### src/spmc_pkg.sv
package spmc_pkg;

    // Two copper PHY ports sit behind this controller.
    localparam int PHY_PORTS = 2;
    localparam int ADDR_W = 8;
    localparam int DATA_W = 32;

    // Register indices; the byte address is four times the index.
    localparam logic [5:0] IDX_GLOBAL_CTRL = 6'h0e;
    localparam logic [5:0] IDX_SLEEP_TIME = 6'h0f;
    localparam logic [5:0] IDX_PORT_CTRL0 = 6'h10;
    localparam logic [5:0] IDX_PHY_CTRL0 = 6'h12;
    localparam logic [5:0] IDX_PRESCALE = 6'h14;
    localparam logic [5:0] IDX_STATUS = 6'h15;

    // Field positions.
    localparam int MODE_LSB = 3;
    localparam int PORT_PDN_BIT = 3;
    localparam int PORT_AN_BIT = 7;
    localparam int PHY_PDN_BIT = 11;
    localparam int STAT_STATE_LSB = 0;
    localparam int STAT_ENERGY_LSB = 2;
    localparam int STAT_SAVE_LSB = 4;

    // Values after reset.
    localparam logic [1:0] MODE_RST = 2'h0;
    localparam logic [7:0] SLEEP_TIME_RST = 8'h10;
    localparam logic [31:0] PRESCALE_RST = 32'h00030d3f;
    localparam logic PORT_AN_RST = 1'b1;

    // Timing of the energy detect beacon.
    localparam int CLK_PERIOD_PS = 5000;
    localparam int PULSE_WIDTH_NS = 120;
    localparam longint PULSE_PERIOD_MS = 1000;
    localparam int PULSE_CYC = (PULSE_WIDTH_NS * 1000 + CLK_PERIOD_PS - 1) / CLK_PERIOD_PS;
    localparam int PULSE_PERIOD_CYC = int'(PULSE_PERIOD_MS * 64'd1000000000 / CLK_PERIOD_PS);

    typedef enum logic [1:0]
    {
        PM_NORMAL = 2'h0,
        PM_ENERGY = 2'h1,
        PM_SOFT_PDN = 2'h2,
        PM_SAVE = 2'h3
    } spmc_mode_t;

    // Gray order along normal, energy detect awake, energy detect asleep.
    typedef enum logic [1:0]
    {
        ST_RUN = 2'h0,
        ST_ED_AWAKE = 2'h1,
        ST_ED_SLEEP = 2'h3,
        ST_PDOWN = 2'h2
    } spmc_state_t;

    typedef struct packed
    {
        logic pll_clk_en;
        logic host_if_en;
        logic [PHY_PORTS-1:0] mac_en;
        logic [PHY_PORTS-1:0] phy_tx_en;
        logic [PHY_PORTS-1:0] phy_rx_en;
        logic [PHY_PORTS-1:0] energy_det_en;
    } spmc_pwr_t;

    function automatic logic [ADDR_W-1:0] reg_addr(input logic [5:0] idx);
        return {idx, 2'h0};
    endfunction

endpackage

### src/spmc_power_ctrl.sv
// Contract
// - Power mode comes from global control bits [4:3]: 00,01,10,11.
// - Port control bit 3 powers down that PHY port regardless of mode.
// - Mode field resets to 00, so the chip starts in normal operation.
// - Normal mode keeps clocks, PHYs, MACs and host interface running.
// - Energy detect without cable emits 120 ns pulses once per second.
// - Energy detect sleeps after no energy longer than the go-sleep time.
// - Sleep disables clocks, MACs, host interface; only energy detection stays.
// - Cable energy during sleep returns to the awake energy detect state.
// - Mode 10 stops all clocks and switches off all PHYs and MACs.
// - In soft power-down any host access wakes and resets every register.
// - Power-saving needs autoneg on, no cable, mode 11; clocks stay up.
// - Power-saving turns only the receiver off, back on when activity resumes.
// - Bit 11 of the PHY control register also powers down a port.
module spmc_power_ctrl
    import spmc_pkg::*;
#(
    parameter int unsigned PULSE_PERIOD = PULSE_PERIOD_CYC
)
(
    // Clock and reset.
    input wire logic ref_clk,
    input wire logic sys_rst,
    // APB slave.
    input wire logic [ADDR_W-1:0] paddr,
    input wire logic psel,
    input wire logic penable,
    input wire logic pwrite,
    input wire logic [DATA_W-1:0] pwdata,
    output logic [DATA_W-1:0] prdata,
    output logic pready,
    output logic pslverr,
    // Cable energy seen by each receiver, asynchronous.
    input wire logic [PHY_PORTS-1:0] cable_energy,
    // Power gates, beacon and internal reset.
    output spmc_pwr_t pwr,
    output logic [PHY_PORTS-1:0] ed_pulse,
    output logic int_rst
);

    // Registers.
    logic [1:0] mode;
    logic [7:0] sleep_time;
    logic [31:0] prescale;
    logic [PHY_PORTS-1:0] port_pdn;
    logic [PHY_PORTS-1:0] port_an;
    logic [PHY_PORTS-1:0] phy_pdn;
    spmc_state_t state;
    spmc_state_t next_state;

    // Energy synchroniser.
    logic [PHY_PORTS-1:0] energy_meta;
    logic [PHY_PORTS-1:0] energy;

    always_ff @(posedge ref_clk)
    begin
        energy_meta <= cable_energy;
        energy <= energy_meta;
    end

    wire any_energy = |energy;

    // Bus decode.
    wire setup = psel && !penable;
    wire access = psel && penable;
    wire hit_global = (paddr == reg_addr(IDX_GLOBAL_CTRL));
    wire hit_sleep = (paddr == reg_addr(IDX_SLEEP_TIME));
    wire hit_prescale = (paddr == reg_addr(IDX_PRESCALE));
    wire hit_status = (paddr == reg_addr(IDX_STATUS));
    wire hit_port = (paddr[ADDR_W-1:2] >= IDX_PORT_CTRL0)
        && (paddr[ADDR_W-1:2] < IDX_PORT_CTRL0 + 6'(PHY_PORTS));
    wire hit_phy = (paddr[ADDR_W-1:2] >= IDX_PHY_CTRL0)
        && (paddr[ADDR_W-1:2] < IDX_PHY_CTRL0 + 6'(PHY_PORTS));
    wire hit_any = (paddr[1:0] == 2'h0)
        && (hit_global || hit_sleep || hit_prescale || hit_status || hit_port || hit_phy);
    wire port_sel = paddr[2];

    // While asleep the host interface is unpowered, so accesses are refused.
    wire host_off = (state == ST_ED_SLEEP);

    // The access that wakes the chip is a dummy: it stores nothing.
    logic wake_txn;
    wire wake_req = setup && (state == ST_PDOWN);
    wire wr_en = access && pwrite && hit_any && !host_off && !wake_txn;

    assign pready = 1'b1;
    assign pslverr = access && !wake_txn && (host_off || !hit_any);

    // Soft power-down wake issues a one-cycle internal reset.
    wire soft_rst = sys_rst || int_rst;

    always_ff @(posedge ref_clk)
    begin
        if (sys_rst)
        begin
            int_rst <= 1'b0;
            wake_txn <= 1'b0;
        end
        else
        begin
            int_rst <= wake_req;
            if (wake_req)
            begin
                wake_txn <= 1'b1;
            end
            else if (access)
            begin
                wake_txn <= 1'b0;
            end
        end
    end

    // Writable registers.
    always_ff @(posedge ref_clk)
    begin
        if (soft_rst)
        begin
            mode <= MODE_RST;
            sleep_time <= SLEEP_TIME_RST;
            prescale <= PRESCALE_RST;
            port_pdn <= '0;
            port_an <= {PHY_PORTS{PORT_AN_RST}};
            phy_pdn <= '0;
        end
        else if (wr_en)
        begin
            if (hit_global)
            begin
                mode <= pwdata[MODE_LSB +: 2];
            end
            if (hit_sleep)
            begin
                sleep_time <= pwdata[7:0];
            end
            if (hit_prescale)
            begin
                prescale <= pwdata;
            end
            if (hit_port)
            begin
                port_pdn[port_sel] <= pwdata[PORT_PDN_BIT];
                port_an[port_sel] <= pwdata[PORT_AN_BIT];
            end
            if (hit_phy)
            begin
                phy_pdn[port_sel] <= pwdata[PHY_PDN_BIT];
            end
        end
    end

    // Power-saving is decided per port from autoneg, energy and mode.
    wire [PHY_PORTS-1:0] psave = (mode == PM_SAVE && state == ST_RUN)
        ? (port_an & ~energy) : '0;

    // Read data is captured in the setup cycle and stands in the access cycle.
    logic [DATA_W-1:0] rd_mux;

    always_comb
    begin
        rd_mux = '0;
        if (host_off || state == ST_PDOWN)
        begin
            rd_mux = '0;
        end
        else if (hit_global)
        begin
            rd_mux[MODE_LSB +: 2] = mode;
        end
        else if (hit_sleep)
        begin
            rd_mux[7:0] = sleep_time;
        end
        else if (hit_prescale)
        begin
            rd_mux = prescale;
        end
        else if (hit_status)
        begin
            rd_mux[STAT_STATE_LSB +: 2] = state;
            rd_mux[STAT_ENERGY_LSB +: PHY_PORTS] = energy;
            rd_mux[STAT_SAVE_LSB +: PHY_PORTS] = psave;
        end
        else if (hit_port)
        begin
            rd_mux[PORT_PDN_BIT] = port_pdn[port_sel];
            rd_mux[PORT_AN_BIT] = port_an[port_sel];
        end
        else if (hit_phy)
        begin
            rd_mux[PHY_PDN_BIT] = phy_pdn[port_sel];
        end
    end

    always_ff @(posedge ref_clk)
    begin
        if (sys_rst)
        begin
            prdata <= '0;
        end
        else if (setup)
        begin
            prdata <= (hit_any && paddr[1:0] == 2'h0) ? rd_mux : '0;
        end
    end

    // Go-sleep timing: ticks run only while awake in energy detect with no energy.
    wire idle_run = (state == ST_ED_AWAKE) && !any_energy;
    logic sleep_tick;
    logic [8:0] idle_cnt;
    wire idle_expired = (idle_cnt > {1'b0, sleep_time});

    spmc_divider #(.CNT_W(32)) u_sleep_div
    (
        .ref_clk(ref_clk),
        .sys_rst(soft_rst),
        .clr(!idle_run),
        .limit(prescale),
        .tick(sleep_tick)
    );

    always_ff @(posedge ref_clk)
    begin
        if (soft_rst || !idle_run)
        begin
            idle_cnt <= '0;
        end
        else if (sleep_tick && !idle_expired)
        begin
            idle_cnt <= idle_cnt + 9'h001;
        end
    end

    // Mode field mapped onto a resting state.
    function automatic spmc_state_t mode_state(input logic [1:0] m);
        if (m == PM_ENERGY)
        begin
            return ST_ED_AWAKE;
        end
        else if (m == PM_SOFT_PDN)
        begin
            return ST_PDOWN;
        end
        return ST_RUN;
    endfunction

    always_comb
    begin
        next_state = state;
        case (state)
            ST_RUN:
            begin
                next_state = mode_state(mode);
            end
            ST_ED_AWAKE:
            begin
                if (mode != PM_ENERGY)
                begin
                    next_state = mode_state(mode);
                end
                else if (idle_expired)
                begin
                    next_state = ST_ED_SLEEP;
                end
            end
            ST_ED_SLEEP:
            begin
                if (any_energy)
                begin
                    next_state = ST_ED_AWAKE;
                end
            end
            default:
            begin
                next_state = ST_PDOWN;
            end
        endcase
    end

    always_ff @(posedge ref_clk)
    begin
        if (soft_rst)
        begin
            state <= ST_RUN;
        end
        else
        begin
            state <= next_state;
        end
    end

    // Beacon: while in energy detect, a period divider launches each pulse.
    wire in_ed = (state == ST_ED_AWAKE) || (state == ST_ED_SLEEP);
    logic beacon_tick;
    logic [7:0] pulse_cnt;

    spmc_divider #(.CNT_W(32)) u_beacon_div
    (
        .ref_clk(ref_clk),
        .sys_rst(soft_rst),
        .clr(!in_ed),
        .limit(32'(PULSE_PERIOD - 1)),
        .tick(beacon_tick)
    );

    always_ff @(posedge ref_clk)
    begin
        if (soft_rst || !in_ed)
        begin
            pulse_cnt <= '0;
        end
        else if (beacon_tick)
        begin
            pulse_cnt <= 8'(PULSE_CYC);
        end
        else if (pulse_cnt != 8'h00)
        begin
            pulse_cnt <= pulse_cnt - 8'h01;
        end
    end

    // A port with energy on its cable needs no beacon.
    wire pulse_on = (pulse_cnt != 8'h00);

    // Power gates, registered so the rails never see decode glitches.
    wire core_on = (state == ST_RUN) || (state == ST_ED_AWAKE);
    wire [PHY_PORTS-1:0] port_off = port_pdn | phy_pdn;
    spmc_pwr_t next_pwr;

    always_comb
    begin
        next_pwr.pll_clk_en = core_on;
        next_pwr.host_if_en = core_on;
        next_pwr.mac_en = core_on ? ~port_off : '0;
        next_pwr.phy_tx_en = core_on ? ~port_off : '0;
        next_pwr.phy_rx_en = core_on ? (~port_off & ~psave) : '0;
        next_pwr.energy_det_en = (state == ST_PDOWN) ? '0 : ~port_off;
    end

    always_ff @(posedge ref_clk)
    begin
        if (sys_rst)
        begin
            pwr <= '0;
            ed_pulse <= '0;
        end
        else
        begin
            pwr <= next_pwr;
            ed_pulse <= pulse_on ? (~energy & ~port_off) : '0;
        end
    end

    logic [7:0] hi_run;

    always_ff @(posedge ref_clk)
    begin
        if (sys_rst || !pulse_on)
        begin
            hi_run <= '0;
        end
        else
        begin
            hi_run <= hi_run + 8'h01;
        end
    end
endmodule

### src/spmc_divider.sv
module spmc_divider
    import spmc_pkg::*;
#(
    parameter int CNT_W = 32
)
(
    // Clock and reset.
    input wire logic ref_clk,
    input wire logic sys_rst,
    // Control.
    input wire logic clr,
    input wire logic [CNT_W-1:0] limit,
    // Enable pulse, one cycle every limit plus one cycles.
    output logic tick
);

    logic [CNT_W-1:0] count;
    wire at_limit = (count >= limit);

    always_ff @(posedge ref_clk)
    begin
        if (sys_rst || clr)
        begin
            count <= '0;
            tick <= 1'b0;
        end
        else
        begin
            count <= at_limit ? '0 : count + 1'b1;
            tick <= at_limit;
        end
    end

endmodule

### config.mk
export PLATFORM = sky130hd
export DESIGN_NAME = spmc_power_ctrl
export DESIGN_NICKNAME = d
export VERILOG_FILES = /design/src/spmc_pkg.sv /design/src/spmc_power_ctrl.sv /design/src/spmc_divider.sv
export SDC_FILE = /design/constraint.sdc
export NUM_CORES = 1
export LEC_CHECK = 0
export BUFFER_PORTS_ARGS = -buffer_cell sky130_fd_sc_hd__buf_2
export CORE_ASPECT_RATIO = 0.5
export CORE_MARGIN = 5
export CORE_UTILIZATION = 50
export CTS_BUF_LIST = sky130_fd_sc_hd__clkbuf_4 sky130_fd_sc_hd__clkbuf_8
export CTS_CLUSTER_SIZE = 24
export DETAILED_ROUTE_END_ITERATION = 6
export PLACE_DENSITY = 0.7
export REMOVE_ABC_BUFFERS = 1
export SETUP_SLACK_MARGIN = 0.05
export SYNTH_ARGS = -nofsm -noshare
export SYNTH_HDL_FRONTEND = slang
export SYNTH_SLANG_ARGS = --single-unit
### constraint.sdc
create_clock -name ref_clk -period 5.35 [get_ports ref_clk]
set_input_delay 0.2675 -clock ref_clk [delete_from_list [all_inputs] [get_ports ref_clk]]
set_output_delay 0.2675 -clock ref_clk [all_outputs]
set_load 0.05 [all_outputs]
==> flow_metrics.tcl <==
set metrics [dict create \
    outcome "finished, final reports clean" \
    slew_violations 0 \
    rsz0062_at_grt "no" \
    worst_ep_arrival_time_ns 3.25 \
    max_slew.worst_pin.slew_ns 1.25 \
    core_um2 16600 \
    place_inst 1234 \
    irDropWorstVdd_mv 0.164 \
    layout-drive-gt1-share 0.199 \
    max_freq_ghz 0.350 \
    cts_setup_buffers 0 \
    antenna_cells 0 \
    yosysWarnings 0 \
    slowest_delay_ns 0.79 \
    start_kind "register" \
    hold_ws_ns 0.0171 \
    dp.final_hpwl_um 14500 \
    setup_viol_count_final 0 \
    power.leakage_nw 3.71 \
    hold_viol_final 0 \
    p_per_area_nw_per_um2 250 \
    finalNetCount 1123 \
    die_h_um 103 \
    drcViolationCount 0 \
    dieArea_um2 20000 \
    crit_type "register to register" \
    grt_pass1_vias 6833 \
    gp_congestion 0.863 \
    critPathCaptureType "register" \
    clock_latency_ns 0.48 \
    instances_no_fill 1269 \
    synth_top_cell_area_share 0.420 \
    period_share 0.534 \
    antenna_found_initial 0 \
    max_cap_viol_count 0 \
    netlist_area_um2 8580 \
    netlist_instances 949 \
    synthFlopType "dfxtp_1" \
    ctsHtreeMaxLevel 4 \
    vias_per_cell 5.49 \
    ys_seq_elements 180 \
    p_comb_frac 0.035 \
    p_int_mw 1.78 \
    cts_sinks 180 \
    clockBufferDepth 2 \
    p_sw_mw 0.625 \
    worst-path-buf-inv 1 \
    port_buffers 92 \
    maxSlewHeadroom 0.164 \
    routedWlPerCell_um 15.8 \
    worstPathMaxFanout 32 \
    final_common_cell "dfxtp_1" \
    pin_count 94 \
    post_cts_resized 0 \
    path_cells "nor2_2 -> buf_4 -> nand2_1 -> nor4_2 -> o21ai_4 -> a211oi_1" \
    grt-ovfl-total 0 \
    die_w_um 195 \
    crit_path_top_delay_cell "nor4_2" \
    tns_ns 0 \
    cts_hold_buf 3 \
    cts_buffers 17 \
    switching_share 0.260 \
    grt_max_degree 40 \
    final_cell_mix "dfxtp_1, nand2_1, nor2_1" \
    grt.total_usage 0.205 \
    num_vias 6973 \
    p_clk_frac 0.403 \
    ys_seq_area_frac 0.420 \
    min_path_type "input pin to register" \
    synth_edf_count 0 \
    yosysTopAreaCell "dfxtp_1" \
    async_reset_ff_frac 0 \
    synth_area_leaders "dfxtp_1, ha_1, nand2_1" \
    grt_pass1_wl_um 33600 \
    synth_cell_types 66 \
    final_antenna_net_count 0 \
    syn_avg_cell_area_um2 9.04 \
    critPathRequiredTime_ns 5.74 \
    p_seq_frac 0.562 \
    wl_um 20100 \
    clkSlewWorstSetupHoldPaths_ns 0.11 \
    post-route-min-period_ns 2.86 \
    area_growth_pct 11.8 \
    cp_top_family "simple AND/OR/NAND/NOR gates" \
    cts_root_buf "clkbuf_8" \
    fin_skew_ns 0.0212 \
    start_util 0.517 \
    cts_tree "built" \
    rows 33 \
    drtIter0Drc 429 \
    dr.pass1.iters 5 \
]
## power groups by stage
stage,sequential [mW],clock [mW],combinational [mW]
5_1_grt,1.35,1.04,0.0908
4_1_cts,1.35,0.981,0.0840
2_1_floorplan,1.39,0,0.0246
6_report,1.35,0.968,0.0847
3_3_place_gp,1.38,0,0.0819
3_5_place_dp,1.38,0,0.0822
## registers in the layout, indices dropped and copies added (netlist names), 7 cells and up, named ones only
signal and cells:
pwr 7, sleep_time 8, u_sleep_div.count 32, prescale 32
u_beacon_div.count 32, prdata 32, idle_cnt 9, pulse_cnt 8
## worst reg2reg max path: cells and delay by family, from the launching register on
kind	cells	cell delay, ns
AO/OA/AOI/OAI	2	0.94
buffers and inverters	1	0.30
flip-flops	1	0.35
AND/OR/NAND/NOR	3	1.18
## cell usage after synthesis, types with 3 or more instances
master,number
nor3_1,23
nand3_1,39
and2_1,6
o31ai_1,6
nor2_1,95
o21a_1,3
nor3_2,30
and3_1,14
o211ai_1,14
mux2i_1,13
a22oi_2,20
nor2_2,3
buf_2,7
clkbuf_1,19
nor3_4,3
or4_1,4
or3_1,12
o21ai_1,5
dfxtp_1,180
buf_4,10
or2_2,3
inv_1,58
xor2_1,39
o22ai_1,4
ha_1,47
nor4_1,7
a21oi_1,51
nand4_1,11
nand2b_1,7
a31oi_1,5
nand2_1,104
o21ai_0,18
nand3_2,4
nor3b_1,4
a21o_1,4
a22oi_1,11
o32ai_1,3
nor2b_1,4
xnor2_1,23
buf_6,3
## stage by stage
| step | total power [mW] | setup slack [ns] | cell area (um^2) | util |
|---|---|---|---|---|
| floorplan | 1.42 | 2.47 | 8370 | - |
| global placement | 1.46 | 2.25 | 9150 | 0.551 |
| detailed placement | 1.46 | 2.16 | 9150 | 0.551 |
| CTS | 2.41 | 2.49 | 9590 | 0.577 |
| global route | 2.48 | 2.28 | 9590 | 0.577 |
| finish | 2.40 | 2.49 | 9590 | 0.577 |
## final timing paths
check	startpoint	end	slack [ns]	cells after the start
max	int_rst	u_sleep_div.count[12]	2.49	6
min	pwdata[23]	prescale[23]	0.02	3
max reg2reg	int_rst	u_sleep_div.count[12]	2.49	6
min reg2reg	energy_meta[0]	energy[0]	0.34	0
## cell type report
type | instances | area, um^2
multi-input cells | 673 | 4550
repair buffers | 99 | 520
well taps | 227 | 284
fillers | 1481 | 7010
inverters | 58 | 218
flip-flops and latches | 180 | 3600
clock inverters | 14 | 158
clock buffers | 18 | 248
## kinds of logic (layout without fill, tap and decap cells)
| group | after synthesis | count (layout) | synth area share |
|---|---|---|---|
| and+or+nand+nor | 387 | 387 | 0.247 |
| DFF | 180 | 180 | 0.420 |
| AOI/OAI and AO/OA | 159 | 159 | 0.133 |
| buffers and inverters | 99 | 189 | 0.0513 |
| xor gates and xnor gates | 62 | 62 | 0.0633 |
| adders and majority gates | 47 | 47 | 0.0686 |
| muxes | 13 | 13 | 0.0152 |
| other | 2 | 5 | 0.000876 |
## per-layer routing
layer,GRT usage,wire length (um)
met1,0.275,9590
met2,0.342,9210
met3,0.0395,984
met4,0.0601,276
met5,0,0
Power figures use the tool's default switching activity.
